<file path="config.mk">
export PLATFORM = sky130hd
export DESIGN_NAME = bpo_steer
export DESIGN_NICKNAME = d
export VERILOG_FILES = /design/src/bpo_pkg.sv /design/src/bpo_steer.sv
export SDC_FILE = /design/constraint.sdc
export NUM_CORES = 1
export LEC_CHECK = 0
export ABC_AREA = 1
export BUFFER_PORTS_ARGS = -buffer_cell sky130_fd_sc_hd__buf_4
export CORE_AREA = 3 3 40 42
export CTS_BUF_LIST = sky130_fd_sc_hd__clkbuf_4
export DETAILED_ROUTE_END_ITERATION = 6
export DIE_AREA = 0 0 43 45
export PLACE_DENSITY = 0.76
export SLEW_MARGIN = 40
export SYNTH_ARGS = -nofsm -noshare
export SYNTH_HDL_FRONTEND = slang
export SYNTH_SLANG_ARGS = --single-unit
</file>
<file path="constraint.sdc">
create_clock -name core_clk -period 1.6 [get_ports core_clk]
set_input_delay 0.32 -clock core_clk [delete_from_list [all_inputs] [get_ports core_clk]]
set_output_delay 0.32 -clock core_clk [all_outputs]
set_load 0.03 [all_outputs]
</file>
<file path="src/bpo_pkg.sv">
package bpo_pkg;

  // ****************************************
  // Timing constants
  // ****************************************

  // Clock period in picoseconds, 100 MHz core clock.
  localparam int CLK_PERIOD_PS = 10000;
  // Typical blanking interval after each pulse start, in nanoseconds.
  localparam int BLANK_TIME_NS = 375;
  // Blanking length in cycles, rounded down as a longest time, at least one.
  localparam int BLANK_CYCLES_RAW = (BLANK_TIME_NS * 1000) / CLK_PERIOD_PS;
  localparam int BLANK_CYCLES = (BLANK_CYCLES_RAW < 1) ? 1 : BLANK_CYCLES_RAW;

  // ****************************************
  // Reset values
  // ****************************************

  localparam logic RST_TOGGLE = 1'b0;
  localparam logic RST_FAULT = 1'b0;

  // Fault sequencer states.
  typedef enum logic [1:0] {
    BPO_RUN = 2'b00,
    BPO_WAIT_FULL = 2'b01,
    BPO_DISCHARGE = 2'b10
  } bpo_fault_e;

  // Comparator trips, already synchronous to core_clk.
  typedef struct packed {
    logic pwm_trip;
    logic climit_trip;
    logic ocur_trip;
  } bpo_trip_s;

  // Soft-start and supply status.
  typedef struct packed {
    logic ss_full;
    logic ss_empty;
    logic undervoltage_lockout;
  } bpo_supply_s;

endpackage

</file>
<file path="src/bpo_steer.sv">
`timescale 1ns/100ps

// Summary of operation
// - Outputs low throughout oscillator discharge.
// - Discharge phase sets dead time between pulses.
// - Clock pulse end drives selected outputs high.
// - In-phase mode: both outputs switch together.
// - Alternating mode: each output every other cycle.
// - Pulse ends on PWM, limit or overcurrent.
// - Ramp above control level ends pulse.
// - PWM trip ignored during blanking interval.
// - Limit trip blanked, ends pulse, no fault.
// - Overcurrent unblanked, sets fault, outputs low.
// - Fault clears after soft-start empty, current low.
// - Fault in soft-start waits full charge first.
// - Lockout holds both outputs low.
module bpo_steer #(
  parameter int BLANK_LEN = bpo_pkg::BLANK_CYCLES,
  parameter bit ALTERNATE = 1'b1
) (
  input wire logic core_clk,
  input wire logic sys_rst,
  input wire logic osc_clk_pulse,
  input wire bpo_pkg::bpo_trip_s trips,
  input wire bpo_pkg::bpo_supply_s supply,
  output logic out_a,
  output logic out_b,
  output logic fault_latch,
  output logic ss_discharge,
  output logic blank_active
);
  import bpo_pkg::*;

  localparam int CW = $clog2(BLANK_LEN + 1);

  initial begin
    if (BLANK_LEN < 1) begin
      $error("BLANK_LEN must be at least one cycle.");
    end
  end

  // ****************************************
  // Pulse start and blanking
  // ****************************************

  logic clk_prev;
  logic toggle;
  logic [CW-1:0] blank_cnt;
  bpo_fault_e fstate;
  bpo_fault_e next_fstate;

  // Falling edge of the clock pulse starts a pulse; inputs are synchronous.
  wire pulse_start = clk_prev & ~osc_clk_pulse;
  // The start cycle itself is blanked, so the counter holds the rest.
  wire cnt_busy = (blank_cnt != '0);
  wire blanked = pulse_start | cnt_busy;
  wire [CW-1:0] blank_load = CW'(BLANK_LEN - 1);
  wire [CW-1:0] next_blank_cnt = pulse_start ? blank_load :
    (cnt_busy ? blank_cnt - 1'b1 : blank_cnt);
  wire run_ok = ~fault_latch & ~supply.undervoltage_lockout;
  // Overcurrent is never blanked; the other two only after blanking.
  wire qual_pwm = trips.pwm_trip & ~blanked;
  wire qual_lim = trips.climit_trip & ~blanked;
  wire terminate = qual_pwm | qual_lim | trips.ocur_trip;
  // A pulse that starts while overcurrent is seen ends at once (zero duty).
  wire start_ok = pulse_start & run_ok & ~trips.ocur_trip;
  wire sel_a = ~ALTERNATE | ~toggle;
  wire sel_b = ~ALTERNATE | toggle;

  // Edge memory samples every cycle; blanking counter restarts at each pulse start.
  always_ff @(posedge core_clk) begin
    if (sys_rst) begin
      clk_prev <= 1'b0;
      blank_cnt <= '0;
    end else begin
      clk_prev <= osc_clk_pulse;
      blank_cnt <= next_blank_cnt;
    end
  end

  // Toggle advances on each clock pulse so outputs alternate.
  always_ff @(posedge core_clk) begin
    if (sys_rst) begin
      toggle <= RST_TOGGLE;
    end else if (pulse_start) begin
      toggle <= ~toggle;
    end
  end

  // ****************************************
  // Output drive
  // ****************************************

  // Clock high, lockout, fault or a qualified trip force outputs low.
  // Termination acts in the cycle the trip is seen, not one later.
  wire kill = osc_clk_pulse | ~run_ok | terminate;
  wire next_a = ~kill & (start_ok ? sel_a : out_a);
  wire next_b = ~kill & (start_ok ? sel_b : out_b);

  // Registered drivers for the gate stage.
  always_ff @(posedge core_clk) begin
    if (sys_rst) begin
      out_a <= 1'b0;
      out_b <= 1'b0;
      blank_active <= 1'b0;
    end else begin
      out_a <= next_a;
      out_b <= next_b;
      blank_active <= (next_blank_cnt != '0);
    end
  end

  // ****************************************
  // Fault latch and soft-start sequencing
  // ****************************************

  // Hiccup: wait for full charge, then discharge, then release.
  always_comb begin
    next_fstate = fstate;
    case (fstate)
      BPO_RUN: begin
        if (trips.ocur_trip) begin
          next_fstate = supply.ss_full ? BPO_DISCHARGE : BPO_WAIT_FULL;
        end
      end
      BPO_WAIT_FULL: begin
        if (supply.ss_full) begin
          next_fstate = BPO_DISCHARGE;
        end
      end
      BPO_DISCHARGE: begin
        if (supply.ss_empty & ~trips.ocur_trip) begin
          next_fstate = BPO_RUN;
        end
      end
      default: begin
        next_fstate = BPO_RUN;
      end
    endcase
  end

  // Latch and discharge come from state so set beats any release.
  always_ff @(posedge core_clk) begin
    if (sys_rst) begin
      fstate <= BPO_RUN;
      fault_latch <= RST_FAULT;
      ss_discharge <= 1'b0;
    end else begin
      fstate <= next_fstate;
      fault_latch <= (next_fstate != BPO_RUN);
      ss_discharge <= (next_fstate == BPO_DISCHARGE);
    end
  end

  // ****************************************
  // Checks
  // ****************************************

  AST_CLK_LOW: assert property (@(posedge core_clk) disable iff (sys_rst)
    osc_clk_pulse |=> !out_a && !out_b)
    else $error("Output high after clock pulse.");

  AST_START: assert property (@(posedge core_clk) disable iff (sys_rst)
    start_ok && !trips.pwm_trip && !trips.climit_trip |=> out_a || out_b)
    else $error("No pulse after clock end.");

  AST_OCUR_LOW: assert property (@(posedge core_clk) disable iff (sys_rst)
    trips.ocur_trip |=> !out_a && !out_b && fault_latch)
    else $error("Overcurrent did not kill outputs.");

  AST_LIM_NOFAULT: assert property (@(posedge core_clk) disable iff (sys_rst)
    fstate == BPO_RUN && trips.climit_trip && !trips.ocur_trip |=> !fault_latch)
    else $error("Current limit set fault.");

  AST_BLANK_PWM: assert property (@(posedge core_clk) disable iff (sys_rst)
    start_ok && !trips.ocur_trip && !trips.climit_trip ##0 !osc_clk_pulse[*1]
    ##1 (trips.pwm_trip && !trips.ocur_trip && !trips.climit_trip
    && !osc_clk_pulse) |=> out_a || out_b || BLANK_LEN < 2)
    else $error("PWM trip not blanked.");

  AST_FAULT_HOLD: assert property (@(posedge core_clk) disable iff (sys_rst)
    fault_latch && !supply.ss_empty |=> fault_latch)
    else $error("Fault released before soft-start empty.");

  AST_HICCUP: assert property (@(posedge core_clk) disable iff (sys_rst)
    fstate == BPO_WAIT_FULL && !supply.ss_full |=> !ss_discharge)
    else $error("Discharge before full charge.");

  AST_UNDERVOLTAGE_LOCKOUT: assert property (@(posedge core_clk) disable iff (sys_rst)
    supply.undervoltage_lockout |=> !out_a && !out_b)
    else $error("Output high in lockout.");

  AST_ALT: assert property (@(posedge core_clk) disable iff (sys_rst)
    ALTERNATE |-> !(out_a && out_b))
    else $error("Both outputs high in alternating mode.");

  AST_TOGGLE: assert property (@(posedge core_clk) disable iff (sys_rst)
    pulse_start |=> toggle != $past(toggle))
    else $error("Toggle did not advance.");

endmodule

</file>
# --- After elaboration in Yosys (flattened, before gate mapping) ---
# Cells that the tools add are included.
op_classes:
  bitwise_logic: 22
  muxes: 9
  n_reduce_logical: 4
  add_sub_neg: 1
  eq_ne: 3
ops:
  columns: ["operator", "n"]
  rows:
  - ["6-bit 2-to-1 mux", 2]
  - ["6-bit nonzero test", 2]
  - ["1-bit AND", 9]
  - ["2-bit 2-to-1 mux", 4]
  - ["1-bit inverter", 8]
  - ["2-bit case mux with 3 select lines", 1]
  - ["6-bit by 1-bit subtractor with 6-bit output, second input constant", 1]
  - ["1-bit bitwise OR", 5]
  - ["2-bit == test, second input constant", 2]
  - ["2-bit by 1-bit == test with 1-bit output, second input constant", 1]
  - ["2-bit logical NOT", 1]
  - ["1-bit 2-to-1 mux", 2]
  - ["2-bit nonzero test", 1]
word_totals:
  word_cells: 48
  register_bits: 15

# --- Depth between registers and ports, before layout ---
# Gate-level depths: netlist of the first run.
logic_depth:
  ltp_word: 10
  depth_mapped: 9
  ltp_nobuf: 9

# --- Worst setup path before layout of the first run ---
# Ideal clock, no wire load.
synth_path:
  path_kind: "register to register"
  start: "reg blank_cnt[0]"
  end: "reg blank_active"
  stages_incl_launch_ff: 9
  setup_ns: 0.064
  required_ns: 1.536
  synth_period_minus_slack_ns: 1.228
  path_slack_ns: 0.372
  arrival_ns: 1.165
  cell_sequence: "dfxtp_1 inv_2 ha_1 or2_1 nor2_1 nor2_1 nand3_1 nor2_1 nor2_1"
synth_via:
  elab_chain_cells: 4
synth_lines:
  columns: ["item", "line_no", "text"]
  rows:
  - ["from (decl)", "bpo_steer.sv:48", "logic [CW-1:0] blank_cnt;"]
  - ["from (signal assigned)", "bpo_steer.sv:77", "blank_cnt <= next_blank_cnt;"]
  - ["6-bit by 1-bit subtractor with 6-bit output or 6-bit nonzero test (tied branches)", "bpo_steer.sv:59, bpo_steer.sv:55", null]
  - ["6-bit 2-to-1 mux (*)", "bpo_steer.sv:59", "(cnt_busy ? blank_cnt - 1'b1 : blank_cnt);"]
  - ["6-bit 2-to-1 mux (*)", "bpo_steer.sv:58", "wire [CW-1:0] next_blank_cnt = pulse_start ? blank_load :"]
  - ["6-bit nonzero test (*)", "bpo_steer.sv:109", "blank_active <= (next_blank_cnt != '0);"]
  - ["to (signal assigned)", "bpo_steer.sv:109", null]
  - ["to (decl)", "bpo_steer.sv:30", "output logic blank_active"]
# Mark *: on every way between the ends. The rest lies on a longest branch, timed or not.
# A chain may end at the register's enable or synchronous reset.

# --- Worst setup path after layout of the first run ---
# Ends and elaborated chain as after synthesis.

==> results of run 1 <==
state kept, by name, indices dropped and copies added (netlist names):
| register | flops |
|---|---|
| out_b | 1 |
| fstate | 2 |
| blank_active | 1 |
| clk_prev | 1 |
| sel_b | 1 |
| out_a | 1 |
| ss_discharge | 1 |
| blank_cnt | 6 |
| fault_latch | 1 |
kinds of logic (layout without fill, tap and decap cells):
group	after synthesis	in the layout
buffers and inverters	9	25
AND/OR/NAND/NOR	49	49
flip-flops	15	15
adder cells (fa/ha/maj)	2	2
AO/OA/AOI/OAI	9	9
XOR/XNOR	2	2
through the flow:
step | worst slack [ps] | utilization, % | cell area, um^2
global route | 85.31 | 64.26 | 825.8
floorplan | 371.7 | - | 693.2
finish | 264.3 | 64.26 | 825.8
global placement | 297.1 | 62.12 | 798.3
detailed placement | 270.9 | 62.12 | 798.3
CTS | 247.6 | 64.26 | 825.8
worst reg2reg max path, delay by kind of cell, from the launching register on:
| kind | cells | cell delay (ps) |
|---|---|---|
| DFF | 1 | 350 |
| and+or+nand+nor | 6 | 600 |
| adders and majority gates | 1 | 260 |
| buffers and inverters | 1 | 70 |
cell type report:
cell class                      instances  area, um^2
Clock buffer                            3       22.52
Clock inverter                          1       5.005
Fill cell                             126       459.2
Inverter                                8       30.03
Multi-Input combinational cell         62       351.6
Sequential cell                        15       300.3
Tap cell                               15       18.77
Timing Repair Buffer                   13       97.59
power groups by stage:
stage / combinational, W / sequential [W] / clock [W]
floorplan: 0.000581 / 0.000566 / 0
global placement: 0.000731 / 0.000554 / 0
detailed placement: 0.000740 / 0.000558 / 0
CTS: 0.000742 / 0.000549 / 0.000218
global route: 0.000853 / 0.000561 / 0.000241
finish: 0.000737 / 0.000547 / 0.000208
routing by layer:
layer / GRT usage [%] / vias to the layer above
met2: 26.05 / 11
li1: - / 317
met1: 20.39 / 250
met4: 10.24 / 0
met3: 5.179 / 4
met5: 0 / -
how the worst max path moves through the flow:
stage	from	to	depth (start not counted)
6_report	blank_cnt[0]	blank_active	8
5_1_grt	blank_cnt[1]	blank_active	8
4_1_cts	blank_cnt[1]	blank_active	8
3_5_place_dp	blank_cnt[1]	blank_active	8
3_3_place_gp	blank_cnt[0]	blank_active	8
2_1_floorplan	blank_cnt[0]	blank_active	8
cells in the final DEF (no fill, tap or decap), drive strengths merged:
cell type	n
a31oi	1
buf	13
a21boi	1
dfxtp	15
nand4	3
nand3b	2
o21ai	3
nor4	2
ha	2
o211ai	1
a21oi	2
nand3	8
clkbuf	3
clkinv	1
nor2	19
inv	8
a211oi	1
or2	2
nand2	13
xor2	2
==> metrics.txt, run 1 <==
pin count of the biggest net entering global routing=14; sequential fraction of the synthesis area=about 43%; NumNets Final=~110; Max Slew Vio Count=0; drt wl/cell=~11 um; Post-CTS Setup Bufs=0; worst-skew pair later-pin latency=approximately 280 ps; post-route ant nets=0; CTS tree=built; initial antenna violation count=0; worst vdd ir=about 0.00076 V; switching share of power=42.90%; compound-gate portion of the synthesized area=under 10%; most frequent cell after synthesis=nor2_1; Sum Neg Setup Slack=0 ps; Synth Area in Adders=3.610%; met2 wire length=606 um; register share of total power=between 30 and 40%; Clk pwr share=~14%; Routability Congestion=roughly 0.83; worst path required time=approximately 1800 ps; Post-Syn Area per Cell=roughly 8 um^2; Commonest cells post-synth=nor2_1, dfxtp_1, nand2_1, nand3_1, inv_1; cells after synthesis=86; Max Cap Violations=0; outcome=complete, no violations; drt pass-1 iters=4; Slew HR=75.83%; Pwr Total=0.001492 W; worst hold path depth=3; EDFF count, synth=0; Hold Slack=roughly 260 ps; share of power burned in combinational logic=slightly below 50%; Detailed Route WL=1251 um; Mapped Area=693.2 um^2; r2r startpoint=blank_cnt[0]; Int Power=around 0.00085 W; synthesized flop and latch total=15; vias in the first global route=~570; total vias in the final route=between 500 and 600; asr flop ratio synth=0%; Least-Margin Pin Slew=359.2 ps; IO Count=14; Slowest Stage Delay on Critical Path=approximately 350 ps; Synth area leaders=dfxtp_1, nor2_1, nand2_1, nand3_1, ha_1; Buf+Inv Stages, Crit Path=1; unrepaired setup endpoints after global routing=no; Initial DRC Count=10; Final min period=1336 ps; clk root buf=clkbuf_4; Synth Area in Simple Gates=between 30% and 40%; largest family of logic cells by synthesized area=simple AND/OR/NAND/NOR gates; placed cells=between 100 and 150; global route overflow=0; hold_buf cts=0; Min-Delay Startpoint=osc_clk_pulse; WHS Endpoint=clk_prev; upper clock frequency limit=748.7 MHz; Die H=~45 um; DRC=0; Synth Area in XOR/XNOR=between 2 and 3%; CTS Buf Count=3; mux share of post-synthesis cell area=0%; Die ar.=between 1500 and 2000 um^2; Hold Crit Class=input pin to flop; Critical-path top delay cell=dfxtp_1; Clock Tree Buf Depth=2; first-pass GRT wire length=2352 um; leak pwr=0.3781 nW; Switch Pwr=0.0006401 W; post-DR vias/cell=a little under 5; R2R Path End=blank_active; Rows=13; Crit path top cell by count=nor2_1; Max Clock Skew=between 3 and 4 ps; Worst setup EP type=flop; All-Layer GR Usage=between 15 and 20%; Area Growth Syn to Fin=19.13%; layout cell share with drive strength beyond 1=25.49%; CTS resizes=0; Synth area leader=dfxtp_1; Core Box Area=between 1000 and 1500 um^2; initial core utilization=a little over half; diode count=0; final hold vios=0; die width=between 40 and 50 um; Ys Warns=0; syn nets=97; Detailed Place HPWL=around 1000 um; M1 wire length=between 500 and 600 um; CP arrival=~1600 ps; clock-pin slew on the worst setup and hold paths=90 ps; setup slack, reg-to-reg=260 ps; Max Used Layer=met4; Final Cycle Share=between 80% and 90%; crit start category=flop; worst path cell trace=inv_2, ha_1, or2_1, nor2_1, nor2_1, nand3_1, nor2_1, nor2_1; top-area cell type share of the netlist area=~43%; routed length on met3=52 um; Post-Layout Cell Count=roughly 120; PortBufs=13; CTS sink cnt=15; Final Setup Violations=0; CP delay by family, top=simple AND/OR/NAND/NOR gates; pwr dens=1807 nW/um^2; Worst R2R Path Depth=8; CP Class=flop to flop; crit-path max FO=6; # H-tree levels=1; Yosys cell types=24; Synth Flop Type=dfxtp_1
(Power assumes the default switching activity.)
==> run 2, diff against run 1 <==
==> constraint.sdc (replaced) <==
create_clock -name core_clk -period 1.3 [get_ports core_clk]
set_input_delay 0.26 -clock core_clk [delete_from_list [all_inputs] [get_ports core_clk]]
set_output_delay 0.26 -clock core_clk [all_outputs]
set_load 0.03 [all_outputs]
==> metrics.txt, run 2 (synthesis gave the netlist of run 1 again) <==
CP Class=flop to flop; clk root buf=clkbuf_4; Clock Tree Buf Depth=2 (unchanged); clock-pin slew on the worst setup and hold paths=90 ps (about the same); most frequent cells in the layout=buf_4, nor2_1, dfxtp_1; first-pass GRT wire length=2456 um (+4.4%); Worst R2R Path Depth=7 (-1); setup slack, reg-to-reg=60 ps (-210 ps); Hold Slack=208.1 ps (-53.63 ps); Max Cap Violations=0 (unchanged); Final min period=1245 ps (-91.17 ps); Final Cell Area=880.8 um^2 (+6.7%); worst path required time=1470 ps (-350 ps); outcome=complete, no violations; pwr dens=2338 nW/um^2 (+29%); Rows=13 (unchanged); Critical Path End=blank_active; Detailed Place HPWL=1112 um (+9.6%); post-route ant nets=0 (unchanged); CTS tree=built; vias in the first global route=623 (+9.7%); total vias in the final route=617 (+6.0%); crit start category=flop; All-Layer GR Usage=16.58% (-0.18 points); CP arrival=1420 ps (-140 ps); Slew HR=74.02% (-1.8 points); drt pass-1 iters=4 (unchanged); Initial DRC Count=10 (unchanged); final hold vios=0 (unchanged); initial antenna violation count=0 (unchanged); IO Count=14 (unchanged); most common cell after layout, fill and taps aside=buf_4; die width=43 um (unchanged); CTS sink cnt=15 (unchanged); Pwr Total=0.002060 W (+38%); r2r startpoint=blank_cnt[0]; layout cell share with drive strength beyond 1=33.33% (+7.8 points); diode count=0 (unchanged); post-DR vias/cell=5.142 (+3.4%); Hold Crit Class=input pin to flop; Post-Layout Cell Count=120 (+2.6%); drt wl/cell=11.68 um (+9.2%); Least-Margin Pin Slew=386.1 ps (+26.87 ps); Final Cycle Share=95.74% (+12 points); Final Setup Violations=0 (unchanged); CTS Buf Count=3 (unchanged); PortBufs=13 (unchanged); # H-tree levels=1 (unchanged); global route overflow=0 (unchanged); Routability Congestion=0.8240 (-0.59%); DRC=0 (unchanged); Die ar.=1935 um^2 (unchanged); Worst setup EP type=flop; worst-skew pair later-pin latency=270 ps (about the same); pin count of the biggest net entering global routing=14 (unchanged); Max Clock Skew=3.195 ps (-0.7480 ps); Max Slew Vio Count=0 (unchanged); placed cells=115 (+1.8%); Sum Neg Setup Slack=0 ps (unchanged); NumNets Final=117 (+2.6%); initial core utilization=53.94% (unchanged); Top reg by flops=blank_cnt; Area Growth Syn to Fin=27.08%; Regs by FF count=blank_cnt x6, fstate x2; crit-path max FO=6 (unchanged); Core Box Area=1285 um^2 (unchanged); max reg flops=6 (unchanged); hold_buf cts=0 (unchanged); upper clock frequency limit=803.5 MHz (+7.3%); leak pwr=0.3939 nW (+4.2%); R2R Path End=blank_active; Detailed Route WL=1401 um (+12%); Die H=45 um (unchanged); CP startpoint=blank_cnt[0]; worst vdd ir=0.001122 V (+47%); placed cell area=813.3 um^2 (+1.9%)
run 2: routing by layer:
| layer | GRT usage (%) | vias up | share of wire (%) |
|---|---|---|---|
| met3 | 3.984 | 2 | 4.6 |
| met2 | 31.74 | 13 | 51 |
| met1 | 17.40 | 279 | 43 |
| met5 | 0 | - | 0 |
| li1 | - | 323 | - |
| met4 | 6.627 | 0 | 0.93 |
run 2: power breakdown:
| group | switching [W] | internal, W |
|---|---|---|
| registers | 0.000111 | 0.000574 |
| clock network | 0.000138 | 0.000140 |
| logic | 0.000616 | 0.000482 |
run 2: cell type report:
class / count / area (um^2)
Clock buffer: 4 / 30.03
Fill cell: 109 / 404.1
Inverter: 8 / 30.03
Multi-Input combinational cell: 62 / 379.1
Sequential cell: 15 / 302.8
Tap cell: 15 / 18.77
Timing Repair Buffer: 16 / 120.1
run 2: stage by stage:
step	worst slack (ps)	util [%]
5_1_grt	-20.71	68.55
3_5_place_dp	-25.46	63.29
2_1_floorplan	71.65	-
3_3_place_gp	7.650	63.29
6_report	55.44	68.55
4_1_cts	4.397	66.80
run 2: what timing repair did:
item,4_1_cts,5_1_grt
setup endpoints to repair,1,1
hold endpoints to repair,0,0
buffers inserted,0,1
gates resized for setup,4,4
pin swaps,1,2
run 2: worst min path at each step:
stage	start	to	cells past startpoint	slack [ps]
floorplan	sys_rst	fault_latch	1	330
global placement	out_b	out_b	2	460
detailed placement	out_b	out_b	2	480
CTS	osc_clk_pulse	clk_prev	3	210
global route	osc_clk_pulse	clk_prev	3	200
finish	osc_clk_pulse	clk_prev	3	210
run 2: worst max-delay path: stages (launching register included):
cell and delay, ps:
dfxtp_2 330, inv_2 110, ha_4 180, nand3_4 110, a21boi_2 170, nand3_1 90
nor2_1 110, nor2_1 50
